--- src/rtmx_defs.svh ---
// Constants of the return and miscellaneous instruction execution block.
// Assumes one 250 MHz clock and a classic Wishbone register port.
//
// Contract
// - The configuration load copies the working register into the option register in one cycle and touches no flag.
// - The software reset resets the core state and clears the active-low reset instruction flag.
// - The interrupt return pops the return stack and loads the popped top into the program counter.
// - The interrupt return sets the global interrupt enable, bit 7 of the interrupt control register.
// - The interrupt return is one word, takes two cycles and changes no flag.
// - The subroutine return pops the stack into the program counter and keeps flags and interrupt enable.
// - The subroutine return takes two cycles.
`ifndef RTMX_DEFS_SVH
`define RTMX_DEFS_SVH

// ==========================================================
// Widths
`define RTMX_PC_W       15
`define RTMX_INSTR_W    14
`define RTMX_ADR_W      8

// ==========================================================
// Instruction encodings
`define RTMX_OP_IDLE    14'h0000
`define RTMX_OP_SWRST   14'h0001
`define RTMX_OP_SUBRET  14'h0008
`define RTMX_OP_IRQRET  14'h0009
`define RTMX_OP_OPTLD   14'h0062

// ==========================================================
// Register byte addresses
`define RTMX_A_WREG     8'h00
`define RTMX_A_OPT      8'h04
`define RTMX_A_IRQC     8'h08
`define RTMX_A_POWER_CONTROL_REG     8'h0C
`define RTMX_A_PC       8'h10
`define RTMX_A_PUSH     8'h14
`define RTMX_A_STAT     8'h18

// ==========================================================
// Fields and reset values
`define RTMX_GIE_BIT    7
`define RTMX_RI_N_BIT   2
`define RTMX_BUSY_BIT   8
`define RTMX_PC_RST     15'h0000
`define RTMX_PC_STEP    15'h0001
`define RTMX_W_RST      8'h00
`define RTMX_OPT_RST    8'hFF
`define RTMX_IRQC_RST   8'h00

`endif

--- src/rtmx_pkg.sv ---
// Types of the return and miscellaneous instruction execution block.
// Assumes rtmx_defs.svh is on the include path.
`include "rtmx_defs.svh"

package rtmx_pkg;

  typedef enum logic [0:0] {
    RTMX_S_RUN   = 1'b0,
    RTMX_S_FLUSH = 1'b1
  } rtmx_state_t;

  // Core state that the instructions and software both reach
  typedef struct packed {
    logic [`RTMX_PC_W-1:0] pc;
    logic [7:0]            w;
    logic [7:0]            opt;
    logic [7:0]            irqc;
    logic                  ri_n;
  } rtmx_core_t;

endpackage

--- src/rtmx_stack.sv ---
// Hardware return stack of the core, circular on over- and underflow.
// Assumes push and pop are never requested in the same cycle.
`include "rtmx_defs.svh"
`timescale 1ns/1ps
`default_nettype none

module rtmx_stack #(
  parameter int DEPTH = 16,
  parameter int WIDTH = `RTMX_PC_W,
  parameter int PW    = $clog2(DEPTH)
) (
  input  wire logic             clk_i,
  input  wire logic             rst_i,
  input  wire logic             clear_i,
  input  wire logic             push_i,
  input  wire logic [WIDTH-1:0] push_data_i,
  input  wire logic             pop_i,
  output logic      [WIDTH-1:0] top_o,
  output logic      [PW-1:0]    level_o
);

  logic [WIDTH-1:0] mem [DEPTH];
  logic [PW-1:0]    ptr_q;
  logic [PW-1:0]    ptr_d;
  logic [PW-1:0]    top_idx;

  // ==========================================================
  // Pointer
  always_comb begin
    top_idx = ptr_q - PW'(1);
    ptr_d   = ptr_q;
    if (clear_i) begin
      ptr_d = '0;
    end else if (pop_i) begin
      ptr_d = top_idx;
    end else if (push_i) begin
      ptr_d = ptr_q + PW'(1);
    end
  end

  always_ff @(posedge clk_i) begin
    if (rst_i) begin
      ptr_q <= '0;
    end else begin
      ptr_q <= ptr_d;
    end
  end

  // ==========================================================
  // Storage; no reset, a wrapped pop returns stale words
  always_ff @(posedge clk_i) begin
    if (push_i && !clear_i) begin
      mem[ptr_q] <= push_data_i;
    end
  end

  assign top_o   = mem[top_idx];
  assign level_o = ptr_q;

endmodule
`default_nettype wire

--- src/rtmx_exec.sv ---
// Execution of idle, option load, software reset and the two returns.
// Assumes decode presents one instruction word with a valid level and
// holds it until instr_ready_o was high at a clock edge.
`include "rtmx_defs.svh"
`timescale 1ns/1ps
`default_nettype none

module rtmx_exec
  import rtmx_pkg::*;
#(
  parameter int STACK_DEPTH = 16,
  parameter int SP_W        = $clog2(STACK_DEPTH)
) (
  input  wire logic                     clk_i,
  input  wire logic                     rst_i,
  input  wire logic                     instr_valid_i,
  input  wire logic [`RTMX_INSTR_W-1:0] instr_i,
  output logic                          instr_ready_o,
  output logic      [`RTMX_PC_W-1:0]    pc_o,
  output logic      [7:0]               option_reg_o,
  output logic                          global_irq_enable_o,
  output logic                          soft_reset_o,
  input  wire logic                     wb_cyc_i,
  input  wire logic                     wb_stb_i,
  input  wire logic                     wb_we_i,
  input  wire logic [`RTMX_ADR_W-1:0]   wb_adr_i,
  input  wire logic [3:0]               wb_sel_i,
  input  wire logic [31:0]              wb_dat_i,
  output logic      [31:0]              wb_dat_o,
  output logic                          wb_ack_o
);

  localparam rtmx_core_t CORE_RST = '{
    pc:   `RTMX_PC_RST,
    w:    `RTMX_W_RST,
    opt:  `RTMX_OPT_RST,
    irqc: `RTMX_IRQC_RST,
    ri_n: 1'b1
  };

  function automatic logic op_is(input logic [`RTMX_INSTR_W-1:0] a,
                                 input logic [`RTMX_INSTR_W-1:0] b);
    op_is = (a == b);
  endfunction

  rtmx_state_t              state_q;
  rtmx_state_t              state_d;
  rtmx_core_t               core_q;
  rtmx_core_t               core_d;
  logic                     ready_q;
  logic                     ready_d;
  logic                     srst_q;
  logic                     srst_d;
  logic                     ack_q;
  logic                     ack_d;
  logic [31:0]              rdat_q;
  logic [31:0]              rdat_d;
  logic                     fire;
  logic                     wb_go;
  logic                     st_push;
  logic                     st_pop;
  logic                     st_clear;
  logic [`RTMX_PC_W-1:0]    st_top;
  logic [SP_W-1:0]          st_level;

  rtmx_stack #(
    .DEPTH (STACK_DEPTH),
    .WIDTH (`RTMX_PC_W),
    .PW    (SP_W)
  ) u_stack (
    .clk_i       (clk_i),
    .rst_i       (rst_i),
    .clear_i     (st_clear),
    .push_i      (st_push),
    .push_data_i (wb_dat_i[`RTMX_PC_W-1:0]),
    .pop_i       (st_pop),
    .top_o       (st_top),
    .level_o     (st_level)
  );

  // ==========================================================
  // Instruction execution and register port
  // Bus accesses wait while an instruction is taken, so the two never
  // write the same state in one cycle.
  always_comb begin
    fire     = instr_valid_i && ready_q;
    wb_go    = wb_cyc_i && wb_stb_i && !ack_q && !fire;
    state_d  = state_q;
    core_d   = core_q;
    srst_d   = 1'b0;
    st_pop   = 1'b0;
    st_push  = 1'b0;
    st_clear = 1'b0;
    ack_d    = wb_go;
    rdat_d   = rdat_q;
    case (state_q)
      RTMX_S_RUN: begin
        if (fire) begin
          if (op_is(instr_i, `RTMX_OP_OPTLD)) begin
            core_d.opt = core_q.w;
            core_d.pc  = core_q.pc + `RTMX_PC_STEP;
          end else if (op_is(instr_i, `RTMX_OP_SWRST)) begin
            core_d      = CORE_RST;
            core_d.ri_n = 1'b0;
            srst_d      = 1'b1;
            st_clear    = 1'b1;
          end else if (op_is(instr_i, `RTMX_OP_IRQRET)) begin
            st_pop                       = 1'b1;
            core_d.pc                    = st_top;
            core_d.irqc[`RTMX_GIE_BIT]   = 1'b1;
            state_d                      = RTMX_S_FLUSH;
          end else if (op_is(instr_i, `RTMX_OP_SUBRET)) begin
            st_pop    = 1'b1;
            core_d.pc = st_top;
            state_d   = RTMX_S_FLUSH;
          end else begin
            // Idle and words owned by other units only step the counter
            core_d.pc = core_q.pc + `RTMX_PC_STEP;
          end
        end
      end
      RTMX_S_FLUSH: begin
        // Second cycle of a return: the fetched word is discarded
        state_d = RTMX_S_RUN;
      end
      default: begin
        state_d = RTMX_S_RUN;
      end
    endcase
    ready_d = (state_d == RTMX_S_RUN);
    if (wb_go) begin
      rdat_d = 32'h0000_0000;
      if (wb_adr_i == `RTMX_A_WREG) begin
        rdat_d[7:0] = core_q.w;
        if (wb_we_i && wb_sel_i[0]) begin
          core_d.w = wb_dat_i[7:0];
        end
      end else if (wb_adr_i == `RTMX_A_OPT) begin
        rdat_d[7:0] = core_q.opt;
      end else if (wb_adr_i == `RTMX_A_IRQC) begin
        rdat_d[7:0] = core_q.irqc;
        if (wb_we_i && wb_sel_i[0]) begin
          core_d.irqc = wb_dat_i[7:0];
        end
      end else if (wb_adr_i == `RTMX_A_POWER_CONTROL_REG) begin
        rdat_d[`RTMX_RI_N_BIT] = core_q.ri_n;
        // Software may only rearm the flag; hardware alone clears it
        if (wb_we_i && wb_sel_i[0] && wb_dat_i[`RTMX_RI_N_BIT]) begin
          core_d.ri_n = 1'b1;
        end
      end else if (wb_adr_i == `RTMX_A_PC) begin
        rdat_d[`RTMX_PC_W-1:0] = core_q.pc;
        if (wb_we_i && wb_sel_i[0]) begin
          core_d.pc[7:0] = wb_dat_i[7:0];
        end
        if (wb_we_i && wb_sel_i[1]) begin
          core_d.pc[`RTMX_PC_W-1:8] = wb_dat_i[`RTMX_PC_W-1:8];
        end
      end else if (wb_adr_i == `RTMX_A_PUSH) begin
        st_push = wb_we_i && (wb_sel_i[1:0] == 2'h3);
      end else if (wb_adr_i == `RTMX_A_STAT) begin
        rdat_d[SP_W-1:0]        = st_level;
        rdat_d[`RTMX_BUSY_BIT]  = (state_q == RTMX_S_FLUSH);
      end
    end
  end

  always_ff @(posedge clk_i) begin
    if (rst_i) begin
      state_q <= RTMX_S_RUN;
      core_q  <= CORE_RST;
      ready_q <= 1'b1;
      srst_q  <= 1'b0;
      ack_q   <= 1'b0;
      rdat_q  <= 32'h0000_0000;
    end else begin
      state_q <= state_d;
      core_q  <= core_d;
      ready_q <= ready_d;
      srst_q  <= srst_d;
      ack_q   <= ack_d;
      rdat_q  <= rdat_d;
    end
  end

  assign instr_ready_o       = ready_q;
  assign pc_o                = core_q.pc;
  assign option_reg_o        = core_q.opt;
  assign global_irq_enable_o = core_q.irqc[`RTMX_GIE_BIT];
  assign soft_reset_o        = srst_q;
  assign wb_ack_o            = ack_q;
  assign wb_dat_o            = rdat_q;

  logic f_opt;
  logic f_rst;
  logic f_iret;
  logic f_sret;
  logic f_idle;
  assign f_opt  = fire && op_is(instr_i, `RTMX_OP_OPTLD);
  assign f_rst  = fire && op_is(instr_i, `RTMX_OP_SWRST);
  assign f_iret = fire && op_is(instr_i, `RTMX_OP_IRQRET);
  assign f_sret = fire && op_is(instr_i, `RTMX_OP_SUBRET);
  assign f_idle = fire && op_is(instr_i, `RTMX_OP_IDLE);
endmodule
`default_nettype wire

--- config.mk ---
export PLATFORM = sky130hd
export DESIGN_NAME = rtmx_exec
export DESIGN_NICKNAME = d
export VERILOG_FILES = /design/src/rtmx_pkg.sv /design/src/rtmx_stack.sv /design/src/rtmx_exec.sv
export VERILOG_INCLUDE_DIRS = /design/src
export SDC_FILE = /design/constraint.sdc
export NUM_CORES = 1
export LEC_CHECK = 0
export BUFFER_PORTS_ARGS = -buffer_cell sky130_fd_sc_hd__buf_2
export CAP_MARGIN = 20
export CORE_MARGIN = 2
export CORE_UTILIZATION = 28
export DETAILED_ROUTE_END_ITERATION = 6
export PLACE_DENSITY = 0.43
export SKIP_LAST_GASP = 1
export SLEW_MARGIN = 5
export SYNTH_ARGS = -nofsm -noshare
export SYNTH_HDL_FRONTEND = slang
export SYNTH_SLANG_ARGS = --single-unit
--- constraint.sdc ---
create_clock -name clk_i -period 8.27 [get_ports clk_i]
set_clock_uncertainty 0.2 [all_clocks]
set_input_delay 0.827 -clock clk_i [delete_from_list [all_inputs] [get_ports clk_i]]
set_output_delay 0.827 -clock clk_i [all_outputs]
set_load 0.01 [all_outputs]
After elaboration in Yosys (flattened, before gate mapping). Memories as Yosys holds them, arrays and structs flattened. Index checks and enable logic that the tools add are counted.

$add $sub $neg: 3. Bitwise operators: 2. Mux-type cells: 70. Reductions and logical operators: 17. Equal/unequal tests: 11.

Operator list (count): two-way mux 15 bit (9); two-way mux 8 bit (11); two-way mux 40 bit (2); two-way mux 9 bit (4); equality test 14 x 4 -> 1 bit (second input constant) (2); two-way mux 1 bit (28); two-way mux 7 bit (4); equality test 8 x 5 -> 1 bit (second input constant) (3); two-way mux 4 bit (6); two-way mux 23 bit (1); equality test 8 x 4 -> 1 bit (second input constant) (2); two-way mux 16 bit (1); adder 15 x 1 -> 15 bit (second input constant) (1); equality test 14 x 1 -> 1 bit (second input constant) (1); equality test 14 x 7 -> 1 bit (second input constant) (1); two-way mux 12 bit (1); logical AND 1 bit (9); equality test 8 x 3 -> 1 bit (second input constant) (1); zero test 8 bit (1); two-way mux 6 bit (1); adder 4 x 1 -> 4 bit (second input constant) (1); nonzero test 2 bit (2); subtractor 4 x 1 -> 4 bit (second input constant) (1); zero test 1 bit (3); 6 further kinds (7).

Memories: 1. Logic and storage cells: 115. Register bits after elaboration: 63. Output and inout bits: 59. Input bits: 64. Memory bits (writable): 240.

Memories: u_stack.mem (depth 16, bits a word 15, read ports 1, clocked after memory_dff 0, write ports 1, line rtmx_stack.sv:22) `logic [WIDTH-1:0] mem [DEPTH];`.

Longest topological paths before layout. An unclocked memory read counts as a cell.

Depth after elaboration: 15. Depth in mapped cells: 12. Depth with buffers taken out: 7.

Modules after synthesis. Synthesis repeated with hierarchy kept, for this count alone.

Cell total of the unflattened synthesis: 855. Area total of the unflattened synthesis: 13020.0 µm².

Modules (own cells, without submodules): rtmx_stack (cells an instance 435, seq. area each 7287.0 µm², area an instance 9598.0 µm², times used 1); rtmx_exec (cells an instance 420, seq. area each 1181.1 µm², area an instance 3422.0 µm², times used 1).

Least setup slack after synthesis. Ideal clock, no wire load.

Path type: input-to-reg. From: input wb_adr_i[1]. To: memory u_stack.mem[0][0] (netlist name) (enable). Arrival: 3098 ps. Buffers on the path: 1. Slack: 4566 ps. Setup time: 406 ps. Required time: 7664 ps. Cell stages on the path: 6. Cell sequence: clkbuf_1 nor4b_2 nand3_1 nor2_1 nand2_1 nor3_1.

Word-level cells in the longest chain between the ends: 11. Elaborated cells on any way between the ends: 16. Those cells by class: eq/ne (5); mux (9); reduce/logical (2).

Ends and longest elaborated chain: start: declaration (line rtmx_exec.sv:26) `` input wire logic [`RTMX_ADR_W-1:0] wb_adr_i, ``; equality test 8 x 5 -> 1 bit (no line); two-way mux 1 bit (line rtmx_exec.sv:159) `` end else if (wb_adr_i == `RTMX_A_PUSH) begin ``; two-way mux 1 bit (line rtmx_exec.sv:151) `` end else if (wb_adr_i == `RTMX_A_PC) begin ``; two-way mux 1 bit (line rtmx_exec.sv:145) `` end else if (wb_adr_i == `RTMX_A_POWER_CONTROL_REG) begin ``; two-way mux 1 bit (line rtmx_exec.sv:140) `` end else if (wb_adr_i == `RTMX_A_IRQC) begin ``; two-way mux 1 bit (line rtmx_exec.sv:138) `` end else if (wb_adr_i == `RTMX_A_OPT) begin ``; two-way mux 1 bit (*) (line rtmx_exec.sv:133) `` if (wb_adr_i == `RTMX_A_WREG) begin ``; two-way mux 1 bit (*) (line rtmx_exec.sv:131) `if (wb_go) begin`; logical AND 1 bit (*) (line rtmx_stack.sv:52) `if (push_i && !clear_i) begin`; two-way mux 1 bit (*) (line rtmx_stack.sv:52); two-way mux 1 bit (not written as such) (*) (line rtmx_stack.sv:53) `mem[ptr_q] <= push_data_i;`; end: declaration (line rtmx_stack.sv:22).

Mark *: on every way between the ends. The rest lies on a longest branch, timed or not.

Worst setup path in the final report.
From: register u_stack.ptr_q[0] (netlist: u_stack.level_o[0]). To: register core_q, in the netlist pc_o[7].

Word-level cells in the longest chain between the ends: 15.

Ends and longest elaborated chain: start: declaration (line rtmx_stack.sv:23) `logic [PW-1:0] ptr_q;`; start signal: assignment (line rtmx_stack.sv:45) `ptr_q <= ptr_d;`; subtractor 4 x 1 -> 4 bit (*) (line rtmx_stack.sv:30) `top_idx = ptr_q - PW'(1);`; memory (16 x 15 bit) (*); two-way mux 15 bit (line rtmx_exec.sv:112) `` end else if (op_is(instr_i, `RTMX_OP_SUBRET)) begin ``; two-way mux 15 bit (*) (line rtmx_exec.sv:107) `` end else if (op_is(instr_i, `RTMX_OP_IRQRET)) begin ``; two-way mux 15 bit (*) (line rtmx_exec.sv:102) `` end else if (op_is(instr_i, `RTMX_OP_SWRST)) begin ``; two-way mux 15 bit (*) (line rtmx_exec.sv:99) `` if (op_is(instr_i, `RTMX_OP_OPTLD)) begin ``; two-way mux 40 bit (*) (line rtmx_exec.sv:98) `if (fire) begin`; two-way mux 40 bit (*) (line rtmx_exec.sv:96) `case (state_q)`; two-way mux 8 bit (line rtmx_exec.sv:153) `if (wb_we_i && wb_sel_i[0]) begin`; two-way mux 15 bit (line rtmx_exec.sv:151); two-way mux 15 bit (line rtmx_exec.sv:145); two-way mux 15 bit (line rtmx_exec.sv:140); two-way mux 15 bit (line rtmx_exec.sv:138); two-way mux 15 bit (line rtmx_exec.sv:133); two-way mux 23 bit (*) (line rtmx_exec.sv:131); end signal: assignment (line rtmx_exec.sv:178) `core_q <= core_d;`; end: declaration (line rtmx_exec.sv:48) `rtmx_core_t core_q;`.

Marks and branches as above. A chain may end at the register's enable or synchronous reset.

==> out/qor.yml <==
clk_pin_slew_ns: 0.06
ff2ff_path_depth: 8
peakVddDrop_mv: 0.119
end_kind: "flop"
cts.path.max_buffers: 3
hp-start: "wb_dat_o[14]$_SDFFE_PP0P_"
finalMaxSlewViolations: 0
worstReg2RegStart: "u_stack.level_o[0]$_SDFFE_PP0P_"
setup-tns-final_ns: 0
syn-instance-count: 860
drt_iter0_drc: 776
hpwl_um: 23300
ys_top_cells_by_count: "240 x edfxtp_1, 63 x dfxtp_1, 60 x mux4_2"
synth_top_area_share_pct: 55.5
powerDensity_nw_per_um2: 213
maxCapViolCount: 0
cts_tree: "built"
core_um2: 45600
ys.flop_type: "edfxtp_1"
slew_headroom_pct: 27.5
grt_pass1_vias: 7708
cts-resized-gates: 0
path_class: "reg2reg"
synth_edf_count: 240
worstHoldEndpoint: "wb_dat_o[14]$_SDFFE_PP0P_"
required_ns: 8.52
max_clock_freq_mhz: 267
viasPerCell: 4.99
status: "completed"
post-route-drc-count: 0
io_pins: 123
whs_path_depth: 2
post_dp_cell_area_um2: 13900
dieHeight_um: 219
post_cts_buffers: 0
via_count: 7782
grt_max_degree: 57
cp-start-kind: "flop"
drt_wl_total_um: 37000
yosys_warnings: 0
synthesis.area_um2: 13000
grt_usage_pct: 15.6
async_flop_share_pct: 0
whs_ns: 0.246
ys_top_cells_by_area: "edfxtp_1 55%, mux4_2 10%, dfxtp_1 9.7%"
yosys.area.top_type: "edfxtp_1"
slowest_delay_ns: 0.71
start_util_pct: 28.5
design_area_um2: 15000
path_cells: "inv_1, ha_2, buf_4, mux4_2, o21ai_0, a2111oi_0, a21oi_1, a311oi_1"
io_buffers: 86
reg2reg_to: "pc_o[7]$_SDFF_PP0_"
r2r_setup_slack_ns: 4.53
crit_path_max_fanout: 56
worst_hold_path_type: "reg2reg"
cts_hold_buf: 0
final_nets: 1004
area_growth_pct: 15.8
layout.cells.non_filler: 1559
die_w_um: 219
antenna_found_initial: 0
syn_avg_cell_area_um2: 15.1
utilization_pct: 33.0
cts-htree-levels: 2
dr.pass1.iters: 5
grt_pass1_wl_um: 53800
leakage_uw: 0.00472
place_congestion: 0.791
ys_seq_area_share_pct: 65.2
setup_viol: 0
diodes: 0
synth_most_common_cell: "edfxtp_1"
root_buffer: "clkbuf_16"
slowest_stage: "dfxtp_4"
drive_gt1_share_pct: 28.3
grt_overflow: 0
cts_made_buffers: 36
routedWlPerCell_um: 23.7
design.die.area_um2: 48100
dpl.cell_count: 1495
min_period_over_period_pct: 45.3
yosys_register_bits: 303
crit_arrival_ns: 3.99
rsz0062_at_grt: "no"
min_period_ns: 3.74
placement_rows: 78
clock_sinks: 303
clk_latency_ns: 0.54
postRouteAntennaNets: 0
worst_pin_slew_ns: 1.09
synth_cell_types: 67
final_hold_viol_count: 0
[cell families after synthesis]
logic type | count (synthesis) | synth area share (%)
multiplexers | 85 | 12.6
flip-flops | 303 | 65.2
other | 1 | 0.0289
AND/OR/NAND/NOR | 210 | 8.76
AO/OA/AOI/OAI | 155 | 8.39
adder cells (fa/ha/maj) | 6 | 0.578
buffers and inverters | 95 | 4.15
XOR/XNOR | 5 | 0.337
[metrics by stage]
stage          worst slack [ns]  total power [uW]
2_1_floorplan              4.57              1710
3_3_place_gp               4.05              1750
3_5_place_dp               3.98              1750
4_1_cts                    4.45              3250
5_1_grt                    4.11              3320
6_report                   4.53              3210
[routing by layer]
metal,up-vias,wire [um],track usage [%]
li1,3533,-,-
met1,3956,17600,22.5
met3,47,2200,2.88
met2,246,16500,23.8
met5,-,0,0
met4,0,753,4.48
[state kept, by name (all words and copies together), names as in the netlist]
name                 flops
wb_dat_o                15
u_stack.level_o          4
instr_ready_o            1
global_irq_enable_o      1
option_reg_o             8
soft_reset_o             1
core_q                  16
wb_ack_o                 1
u_stack.mem            240
pc_o                    15
state_q                  1
[layout by cell type (no fill, tap or decap), types with 10 or more instances in the layout]
master / netlist / routed
clkbuf_16: 0 / 37
nand2b_1: 12 / 12
nor2_1: 53 / 41
conb_1: 1 / 17
nand3_1: 35 / 35
buf_2: 13 / 86
dfxtp_1: 63 / 62
o21ai_0: 20 / 20
mux4_2: 60 / 60
nand2_1: 27 / 27
edfxtp_1: 240 / 240
a211oi_1: 13 / 13
a22oi_1: 24 / 24
mux2_2: 24 / 24
nor2_2: 1 / 13
buf_4: 40 / 20
nor3_1: 23 / 19
clkbuf_1: 29 / 10
a21oi_1: 30 / 30
[report_power, final]
group,total [uW],internal [uW],switching [uW]
Combinational,72.4,16.9,55.5
Sequential,1650,1640,3.08
Clock,1490,858,634
Total,3210,2520,692
[worst max path at each step]
stage / slack [ns] / depth (start not counted) / from / to
after detailed placement: 3.98 / 7 / wb_adr_i[5] / u_stack.mem[1][11]$_DFFE_PP_
after global placement: 4.05 / 7 / wb_adr_i[5] / u_stack.mem[3][14]$_DFFE_PP_
after CTS: 4.45 / 8 / u_stack.level_o[0]$_SDFFE_PP0P_ / pc_o[7]$_SDFF_PP0_
final: 4.53 / 8 / u_stack.level_o[0]$_SDFFE_PP0P_ / pc_o[7]$_SDFF_PP0_
after global routing: 4.11 / 8 / u_stack.level_o[0]$_SDFFE_PP0P_ / pc_o[7]$_SDFF_PP0_
after floorplan: 4.57 / 6 / wb_adr_i[1] / u_stack.mem[0][0]$_DFFE_PP_
[critical path, delay by kind of cell (launching register included)]
kind | cells | cell delay (ns)
compound gates | 4 | 0.93
fa+ha+maj | 1 | 0.41
buf+inv | 2 | 0.90
flops | 1 | 0.71
mux | 1 | 0.40
[layout make-up]
| class | instances | area [um^2] |
|---|---|---|
| clock inverter | 13 | 96.3 |
| tap | 600 | 751 |
| inverter | 8 | 30.0 |
| clock buffer | 50 | 1000 |
| fill | 4463 | 30500 |
| multi-input combinational | 478 | 4100 |
| timing repair buffer | 107 | 592 |
| sequential | 303 | 8470 |
No activity file was read; power rests on OpenSTA's default activity.
